**config.mk**
```make
export PLATFORM = sky130hd
export DESIGN_NAME = pwm_mask_regs
export DESIGN_NICKNAME = d
export VERILOG_FILES = /design/src/rtl/pwm_pkg.sv /design/src/rtl/pwm_win_if.sv /design/src/rtl/pwm_mask_regs.sv /design/src/rtl/pwm_win_mirror.sv
export SDC_FILE = /design/constraint.sdc
export NUM_CORES = 1
export LEC_CHECK = 0
export BUFFER_PORTS_ARGS = -buffer_cell sky130_fd_sc_hd__buf_2
export CORE_MARGIN = 2
export CORE_UTILIZATION = 47
export CTS_CLUSTER_SIZE = 20
export DETAILED_ROUTE_END_ITERATION = 10
export PLACE_DENSITY = 0.67
export SETUP_SLACK_MARGIN = 0.2
export SLEW_MARGIN = 20
export SYNTH_ARGS = -nofsm -noshare
export SYNTH_HDL_FRONTEND = slang
export SYNTH_SLANG_ARGS = --single-unit
```
**constraint.sdc**
```tcl
create_clock -name SYS_CLK_I -period 3.94 [get_ports SYS_CLK_I]
set_input_delay 0.394 -clock SYS_CLK_I [delete_from_list [all_inputs] [get_ports SYS_CLK_I]]
set_output_delay 0.394 -clock SYS_CLK_I [all_outputs]
set_load 0.03 [all_outputs]
```
**src/rtl/pwm_pkg.sv**
```systemverilog
// Purpose: shared constants for the slave window mask register bank
// Assumes: 32-bit register port, six slave windows
// Notes:   offsets are byte addresses on the plain register port
package pwm_pkg;

	// ==========================================
	// register map
	localparam int          NUM_WIN          = 6;
	localparam logic [7:0]  OFS_MASK0        = 8'h00;  // mask n at OFS_MASK0 + 4*n
	localparam logic [7:0]  OFS_MIRROR0      = 8'h20;  // mirror n at OFS_MIRROR0 + 4*n
	localparam logic [7:0]  OFS_CACHE_LINE   = 8'h40;
	localparam logic [7:0]  OFS_WIN_ENABLE   = 8'h44;
	localparam logic [7:0]  OFS_LINE_BYTES   = 8'h48;

	// ==========================================
	// field layout
	localparam int          MASK_LSB         = 4;
	localparam int          PREF_BIT         = 3;
	localparam logic [31:0] MASK_FIELD       = 32'hFFFF_FFF0;
	localparam logic [31:0] MASK_RESET       = 32'hFF80_0008;  // size field, bar_prefetchable_flag set
	localparam logic [31:0] MIRROR_RESET     = 32'h0000_0000;
	localparam logic [5:0]  WIN_EN_RESET     = 6'h00;

	// ==========================================
	// cache line length encodings (32-bit words)
	localparam logic [7:0]  CL_OFF           = 8'h00;
	localparam logic [7:0]  CL_16B           = 8'h04;
	localparam logic [7:0]  CL_32B           = 8'h08;
	localparam logic [7:0]  CL_64B           = 8'h10;
	localparam logic [7:0]  CL_128B          = 8'h20;
	localparam logic [7:0]  BYTES_16         = 8'h10;
	localparam logic [7:0]  BYTES_32         = 8'h20;
	localparam logic [7:0]  BYTES_64         = 8'h40;
	localparam logic [7:0]  BYTES_128        = 8'h80;

	typedef enum logic [1:0] {PWM_IDLE, PWM_WRITE, PWM_READ} pwm_op_e;

	// legal encoding or zero
	function automatic logic [7:0] pwm_cl_filter(input logic [7:0] v);
		case (v)
			CL_16B, CL_32B, CL_64B, CL_128B: pwm_cl_filter = v;
			default: pwm_cl_filter = CL_OFF;
		endcase
	endfunction : pwm_cl_filter

	// line length in bytes for a stored encoding
	function automatic logic [7:0] pwm_cl_bytes(input logic [7:0] v);
		case (v)
			CL_16B:  pwm_cl_bytes = BYTES_16;
			CL_32B:  pwm_cl_bytes = BYTES_32;
			CL_64B:  pwm_cl_bytes = BYTES_64;
			CL_128B: pwm_cl_bytes = BYTES_128;
			default: pwm_cl_bytes = 8'h00;
		endcase
	endfunction : pwm_cl_bytes

endpackage : pwm_pkg

```
**src/rtl/pwm_win_if.sv**
```systemverilog
// Purpose: carries one window's mask and mirror state between modules
// Assumes: pwm_pkg compiled first
// Notes:   one instance per window
interface pwm_win_if;
	logic [31:0] mask;
	logic        wr;
	logic [31:0] wdata;
	logic [31:0] mirror;

	modport bank   (output mask, output wr, output wdata, input mirror);
	modport window (input mask, input wr, input wdata, output mirror);
endinterface : pwm_win_if

```
**src/rtl/pwm_mask_regs.sv**
```systemverilog
// Purpose: slave window mask bank, mirrors, cache line length, window decode
// Assumes: one 200 MHz clock, synchronous reset, plain register port
// Notes:   read data valid in the cycle after the read strobe
//
// How it works
// RULE_01 - a stored cache line length of 10h means a 64-byte line.
// RULE_02 - a stored cache line length of 20h means a 128-byte line, the largest.
// RULE_03 - writing an unsupported cache line length stores zero, disabling the line function.
// RULE_04 - six mask registers, one per slave window, set size and prefetchability.
// RULE_05 - mask bits 31 to 4 gate which mirror bits a host write may change.
// RULE_06 - mask bit 3 is shown as the prefetchable flag of the paired mirror.
// RULE_07 - a window with its decode enable clear ignores accesses, yet its mirror stays writable.
// RULE_08 - mirror bits with mask zero hold their value, so all-ones readback shows the size.
//
// Implementation choices: the strobed register port and the register offsets.
module pwm_mask_regs
	import pwm_pkg::*;
#(
	parameter int NWIN = NUM_WIN
) (
	input  wire logic              SYS_CLK_I,
	input  wire logic              RST_I,
	input  wire logic [7:0]        ADDR_I,
	input  wire logic [31:0]       WDATA_I,
	input  wire logic              WR_I,
	input  wire logic              RD_I,
	output logic      [31:0]       RDATA_O,
	input  wire logic [31:0]       ACC_ADDR_I,
	input  wire logic              ACC_VALID_I,
	output logic                   ACC_HIT_O,
	output logic      [2:0]        ACC_WIN_O,
	output logic                   ACC_BAR_PREFETCHABLE_FLAG_O,
	output logic      [7:0]        LINE_BYTES_O
);
	import pwm_pkg::*;

	// ==========================================
	// elaboration check
	if (NWIN != NUM_WIN) begin : g_bad_nwin
		$error("window count must match the register map");
	end

	logic [31:0] mask_r [NUM_WIN];
	logic [7:0]  cache_len_r;
	logic [5:0]  win_en_r;
	logic [31:0] rdata_r;
	logic [31:0] rdata_nxt;
	logic [7:0]  line_bytes_r;
	logic        hit_r;
	logic [2:0]  hit_win_r;
	logic        hit_pref_r;
	logic [31:0] mirror [NUM_WIN];
	pwm_op_e     op;

	pwm_win_if win_if [NUM_WIN] ();

	// ==========================================
	// decode of strobe type
	always_comb begin
		if (WR_I) begin
			op = PWM_WRITE;
		end else if (RD_I) begin
			op = PWM_READ;
		end else begin
			op = PWM_IDLE;
		end
	end

	// ==========================================
	// per-window mask registers and mirrors
	for (genvar n = 0; n < NUM_WIN; n++) begin : g_win
		localparam logic [7:0] MASK_ADR = OFS_MASK0 + 8'(4 * n);
		localparam logic [7:0] MIR_ADR  = OFS_MIRROR0 + 8'(4 * n);

		// mask write, reserved bits stay zero
		always_ff @(posedge SYS_CLK_I) begin
			if (RST_I) begin
				mask_r[n] <= MASK_RESET;
			end else if (op == PWM_WRITE && ADDR_I == MASK_ADR) begin
				mask_r[n] <= WDATA_I & (MASK_FIELD | (32'h1 << PREF_BIT)); // RULE_04
			end
		end

		// mirror writes regardless of decode enable
		always_comb begin
			win_if[n].mask  = mask_r[n];
			win_if[n].wr    = (op == PWM_WRITE) && (ADDR_I == MIR_ADR); // RULE_07
			win_if[n].wdata = WDATA_I;
			mirror[n]       = win_if[n].mirror;
		end

		pwm_win_mirror u_mirror (
			.clk_i (SYS_CLK_I),
			.rst_i (RST_I),
			.win   (win_if[n])
		);
	end

	// ==========================================
	// cache line length, unsupported codes become zero
	always_ff @(posedge SYS_CLK_I) begin
		if (RST_I) begin
			cache_len_r <= CL_OFF;
		end else if (op == PWM_WRITE && ADDR_I == OFS_CACHE_LINE) begin
			cache_len_r <= pwm_cl_filter(WDATA_I[7:0]); // RULE_03
		end
	end

	// line length in bytes
	always_ff @(posedge SYS_CLK_I) begin
		if (RST_I) begin
			line_bytes_r <= 8'h00;
		end else begin
			line_bytes_r <= pwm_cl_bytes(cache_len_r); // RULE_01 RULE_02
		end
	end

	// ==========================================
	// window decode enables
	always_ff @(posedge SYS_CLK_I) begin
		if (RST_I) begin
			win_en_r <= WIN_EN_RESET;
		end else if (op == PWM_WRITE && ADDR_I == OFS_WIN_ENABLE) begin
			win_en_r <= WDATA_I[5:0];
		end
	end

	// ==========================================
	// access decode, lowest enabled matching window wins
	always_ff @(posedge SYS_CLK_I) begin
		if (RST_I) begin
			hit_r      <= 1'b0;
			hit_win_r  <= 3'h0;
			hit_pref_r <= 1'b0;
		end else begin
			hit_r      <= 1'b0;
			hit_win_r  <= 3'h0;
			hit_pref_r <= 1'b0;
			for (int k = NUM_WIN - 1; k >= 0; k--) begin
				if (ACC_VALID_I && win_en_r[k] &&
					((ACC_ADDR_I & mask_r[k] & MASK_FIELD) ==
					 (mirror[k] & mask_r[k] & MASK_FIELD))) begin // RULE_07
					hit_r      <= 1'b1;
					hit_win_r  <= 3'(k);
					hit_pref_r <= mask_r[k][PREF_BIT]; // RULE_06
				end
			end
		end
	end

	// ==========================================
	// read mux
	always_comb begin
		rdata_nxt = 32'h0;
		for (int k = 0; k < NUM_WIN; k++) begin
			if (ADDR_I == OFS_MASK0 + 8'(4 * k)) begin
				rdata_nxt = mask_r[k];
			end
			if (ADDR_I == OFS_MIRROR0 + 8'(4 * k)) begin
				rdata_nxt = mirror[k]; // RULE_08
			end
		end
		if (ADDR_I == OFS_CACHE_LINE) begin
			rdata_nxt = {24'h0, cache_len_r};
		end
		if (ADDR_I == OFS_WIN_ENABLE) begin
			rdata_nxt = {26'h0, win_en_r};
		end
		if (ADDR_I == OFS_LINE_BYTES) begin
			rdata_nxt = {24'h0, line_bytes_r};
		end
	end

	// read data held one cycle only
	always_ff @(posedge SYS_CLK_I) begin
		if (RST_I) begin
			rdata_r <= 32'h0;
		end else if (op == PWM_READ) begin
			rdata_r <= rdata_nxt;
		end else begin
			rdata_r <= 32'h0;
		end
	end

	assign RDATA_O        = rdata_r;
	assign ACC_HIT_O      = hit_r;
	assign ACC_WIN_O      = hit_win_r;
	assign ACC_BAR_PREFETCHABLE_FLAG_O = hit_pref_r;
	assign LINE_BYTES_O   = line_bytes_r;

	// ==========================================
	// checks
	cl_sixty_four_a: assert property (@(posedge SYS_CLK_I) disable iff (RST_I)
		(cache_len_r == CL_64B) |=> (LINE_BYTES_O == BYTES_64))
		else $error("10h not decoded as 64 bytes"); // RULE_01
	cl_max_a: assert property (@(posedge SYS_CLK_I) disable iff (RST_I)
		(cache_len_r == CL_128B) |=> (LINE_BYTES_O == BYTES_128))
		else $error("20h not decoded as 128 bytes"); // RULE_02
	cl_filter_a: assert property (@(posedge SYS_CLK_I) disable iff (RST_I)
		(WR_I && ADDR_I == OFS_CACHE_LINE && WDATA_I[7:0] == 8'h11) |=> (cache_len_r == CL_OFF))
		else $error("unsupported line length kept"); // RULE_03
	cl_legal_a: assert property (@(posedge SYS_CLK_I) disable iff (RST_I)
		(pwm_cl_filter(cache_len_r) == cache_len_r))
		else $error("illegal line length stored"); // RULE_03
	mask_rsvd_a: assert property (@(posedge SYS_CLK_I) disable iff (RST_I)
		(mask_r[0][2:0] == 3'h0) && (mask_r[NUM_WIN-1][2:0] == 3'h0))
		else $error("mask reserved bits set"); // RULE_04
	mask_write_a: assert property (@(posedge SYS_CLK_I) disable iff (RST_I)
		(WR_I && ADDR_I == OFS_MASK0) |=> (mask_r[0][31:4] == $past(WDATA_I[31:4])))
		else $error("mask write lost"); // RULE_04
	off_win_a: assert property (@(posedge SYS_CLK_I) disable iff (RST_I)
		(win_en_r == 6'h00) |=> !ACC_HIT_O)
		else $error("disabled window hit"); // RULE_07
	read_slot_a: assert property (@(posedge SYS_CLK_I) disable iff (RST_I)
		(RD_I && ADDR_I == OFS_WIN_ENABLE) |=> (RDATA_O == {26'h0, $past(win_en_r)}))
		else $error("read data wrong"); // RULE_08
endmodule : pwm_mask_regs

```
**src/rtl/pwm_win_mirror.sv**
```systemverilog
// Purpose: one base address mirror with mask-gated writes
// Assumes: synchronous active-high reset
// Notes:   read data registered in the parent
module pwm_win_mirror
	import pwm_pkg::*;
(
	input  wire logic  clk_i,
	input  wire logic  rst_i,
	pwm_win_if.window  win
);
	logic [31:0] base_r;

	// ==========================================
	// masked base update
	always_ff @(posedge clk_i) begin
		if (rst_i) begin
			base_r <= MIRROR_RESET;
		end else if (win.wr) begin
			base_r <= (win.wdata & win.mask & MASK_FIELD) | (base_r & ~(win.mask & MASK_FIELD)); // RULE_05 RULE_08
		end
	end

	// bar_prefetchable_flag flag comes from the mask register
	always_comb begin
		win.mirror = {base_r[31:MASK_LSB], win.mask[PREF_BIT], 3'h0}; // RULE_06
	end

	mirror_hold_a: assert property (@(posedge clk_i) disable iff (rst_i)
		win.wr |=> ((base_r & ~win.mask & MASK_FIELD) == ($past(base_r) & ~win.mask & MASK_FIELD)))
		else $error("unmasked mirror bit changed"); // RULE_08
	mirror_take_a: assert property (@(posedge clk_i) disable iff (rst_i)
		win.wr |=> ((base_r & win.mask & MASK_FIELD) == ($past(win.wdata) & win.mask & MASK_FIELD)))
		else $error("masked mirror bit not written"); // RULE_05
	pref_flag_a: assert property (@(posedge clk_i) disable iff (rst_i)
		win.mirror[PREF_BIT] == win.mask[PREF_BIT])
		else $error("bar_prefetchable_flag flag mismatch"); // RULE_06
endmodule : pwm_win_mirror

```
==> results.yml <==
sta:
  rsz0062_at_grt: "no"
  setup-violations-final: 0
  finalCritPeriodShare: 0.672
  fin_tns_setup_ps: 0
  layout_setup_ws_ps: 1290
  max_slew_margin: 0.285
  layout_min_cycle_time_ps: 2650
  finalMaxSlewViolations: 0
  whs_ps: 88.5
  skew_ps: 13.5
  max_freq_mhz: 378
  tightest_slew_ps: 1070
  finalHoldViolCount: 0
synth:
  syn_area_um2: 20500
  yosysTopAreaCell: "edfxtp_1"
  synth_edf_count: 174
  synth.area.top_cells: "edfxtp_1 (25%), dfxtp_1 (22%), nand2_1 (7.4%), xor2_1 (7.2%), a21oi_1 (5.4%)"
  ys_seq_elements: 397
  synth_top_area_frac: 0.254
  ys.flop_type: "dfxtp_1"
  yosysUniqueCellTypes: 66
  synthCells: 2271
  yosys_warnings: 0
  synthArstFlopShare: 0
  synth.avg_cell_area_um2: 9.04
  ys_seq_area_frac: 0.472
power:
  seqPwrFrac: 0.492
  p_switching_mw: 2.32
  ir_worst_vdd_mv: 0.275
  swShare: 0.254
  combPwrFrac: 0.072
  p_leak_nw: 8.22
  p_int_mw: 6.83
  clkPwrFrac: 0.436
  powerDensity_nw_per_um2: 400
  p_total_mw: 9.15
setup_path:
  start_kind: "register"
  path_max_fanout: 5
  arrival_ps: 3120
  setup.worst_path.end_class: "register"
  worstSetupPathType: "reg2reg"
  required_ps: 4410
  rrSetupSlack_ps: 1290
grt:
  grt_max_degree: 181
  overflow: 0
  grt_use_total: 0.309
  grt_pass1_vias: 16740
  grt_pass1_wl_um: 104000
  antenna_found_initial: 6
die:
  start_util: 0.477
  die_h_um: 213
  rows: 76
  pin_count: 122
  core_um2: 43100
  die-width_um: 213
  dieArea_um2: 45400
placement:
  hpwlAfterDp_um: 48900
  routabilityCongestion: 0.907
  pre_cts_ws_ps: 919
  dp.cells: 2832
  io_buffers: 113
routing:
  vias_per_cell: 6.15
  num_vias: 17949
  wl_per_cell_um: 24.3
  drt_first_iter_violations: 2287
  drc_errors: 0
  ant_nets: 0
  drt-total-wl_um: 70800
  drt_pass1_iterations: 6
final_layout:
  synthToLayoutAreaGrowth_pct: 11.5
  layout.cells.most_common: "nand2_1"
  drive_gt1_frac: 0.123
  final_cell_mix: "nand2_1 (404), dfxtp_1 (223), a21oi_1 (220)"
  fin_cells: 2918
  nets: 2370
clock_network:
  clkTransAtPathRegs_ps: 60
  clkSinkCount: 397
  cts_hold_buffers: 0
  worstSkewPairLatency_ps: 580
  root_buffer: "clkbuf_16"
  cts.path.max_buffers: 3
  htree_levels: 2
  cts_tree: "done"
  ctsResizeCount: 0
  numCtsBuffers: 44
  cts_post_setup_buffers_inserted: 0
job:
  drv_cap: 0
hold_path:
  hold_class: "in2reg"
run_status:
  run_status: "finished clean"
-- logic make-up after synthesis --
logic type,Yosys count,share of synthesized area
xor gates and xnor gates,169,0.0721
other,1,0.000183
DFF,397,0.472
and+or+nand+nor,939,0.222
muxes,68,0.0354
buffers and inverters,197,0.0442
AOI/OAI and AO/OA,500,0.154
-- final timing paths --
path / startpoint / end / cells after the start
max: register / ACC_BAR_PREFETCHABLE_FLAG_O / 6
min: WDATA_I[1] / win_en_r[1] / 3
max reg2reg: register / ACC_BAR_PREFETCHABLE_FLAG_O / 6
min reg2reg: LINE_BYTES_O[5] / RDATA_O[5] / 2
-- per-layer routing --
metal  track usage  part of all wire  vias to the layer above
met1         0.420              0.40                     8653
met2         0.487              0.45                     1035
met5             0                 0                        -
met4         0.141             0.047                        0
met3        0.0457              0.11                      165
li1              -                 -                     8096
-- power by group through the flow --
stage / registers (mW) / clock network, mW / logic, mW
4_1_cts: 4.50 / 4.01 / 0.642
6_report: 4.50 / 3.99 / 0.660
5_1_grt: 4.51 / 4.16 / 0.681
3_3_place_gp: 4.58 / 0 / 0.635
2_1_floorplan: 4.55 / 0 / 0.376
3_5_place_dp: 4.59 / 0 / 0.638
-- synth_stat cells (7+ instances only) --
cell	number
nand2_1	404
dfxtp_1	223
a21oi_1	220
nand3_1	186
edfxtp_1	174
xor2_1	169
and2_1	120
clkbuf_1	107
nor2_1	75
a22oi_1	61
buf_2	59
o21ai_0	44
mux2i_1	40
or3_1	40
nand2b_1	32
o221ai_1	28
mux2_2	27
o22ai_1	26
a211oi_1	22
a31oi_1	18
o211ai_1	17
and3_1	16
a22o_1	14
nand4_1	14
buf_4	13
a221oi_1	11
nor2b_1	11
nor3_1	11
a222oi_1	8
o2bb2ai_1	8
inv_1	7
-- per-stage QoR --
stage               utilization  instance area (um^2)
finish                    0.532                 22900
global route              0.532                 22900
CTS                       0.531                 22900
detailed placement        0.499                 21500
global placement          0.499                 21500
floorplan                     -                 20500
-- final cells by class --
cell class | instances | area, um^2
diodes | 4 | 10.0
clock buffers | 63 | 1270
clock inverters | 19 | 97.6
fillers | 3834 | 20200
inverters | 7 | 26.3
multi-input cells | 1680 | 10100
flip-flops and latches | 397 | 9690
well taps | 585 | 732
repair buffers | 163 | 1000
-- critical path, stage by stage (launching register included) --
cell,delay [ps]
dfxtp_1,330
xor2_1,160
a222oi_1,430
nand3_1,180
nor4_2,910
o21ai_0,280
a32o_1,260
Power figures use the tool's default switching activity.
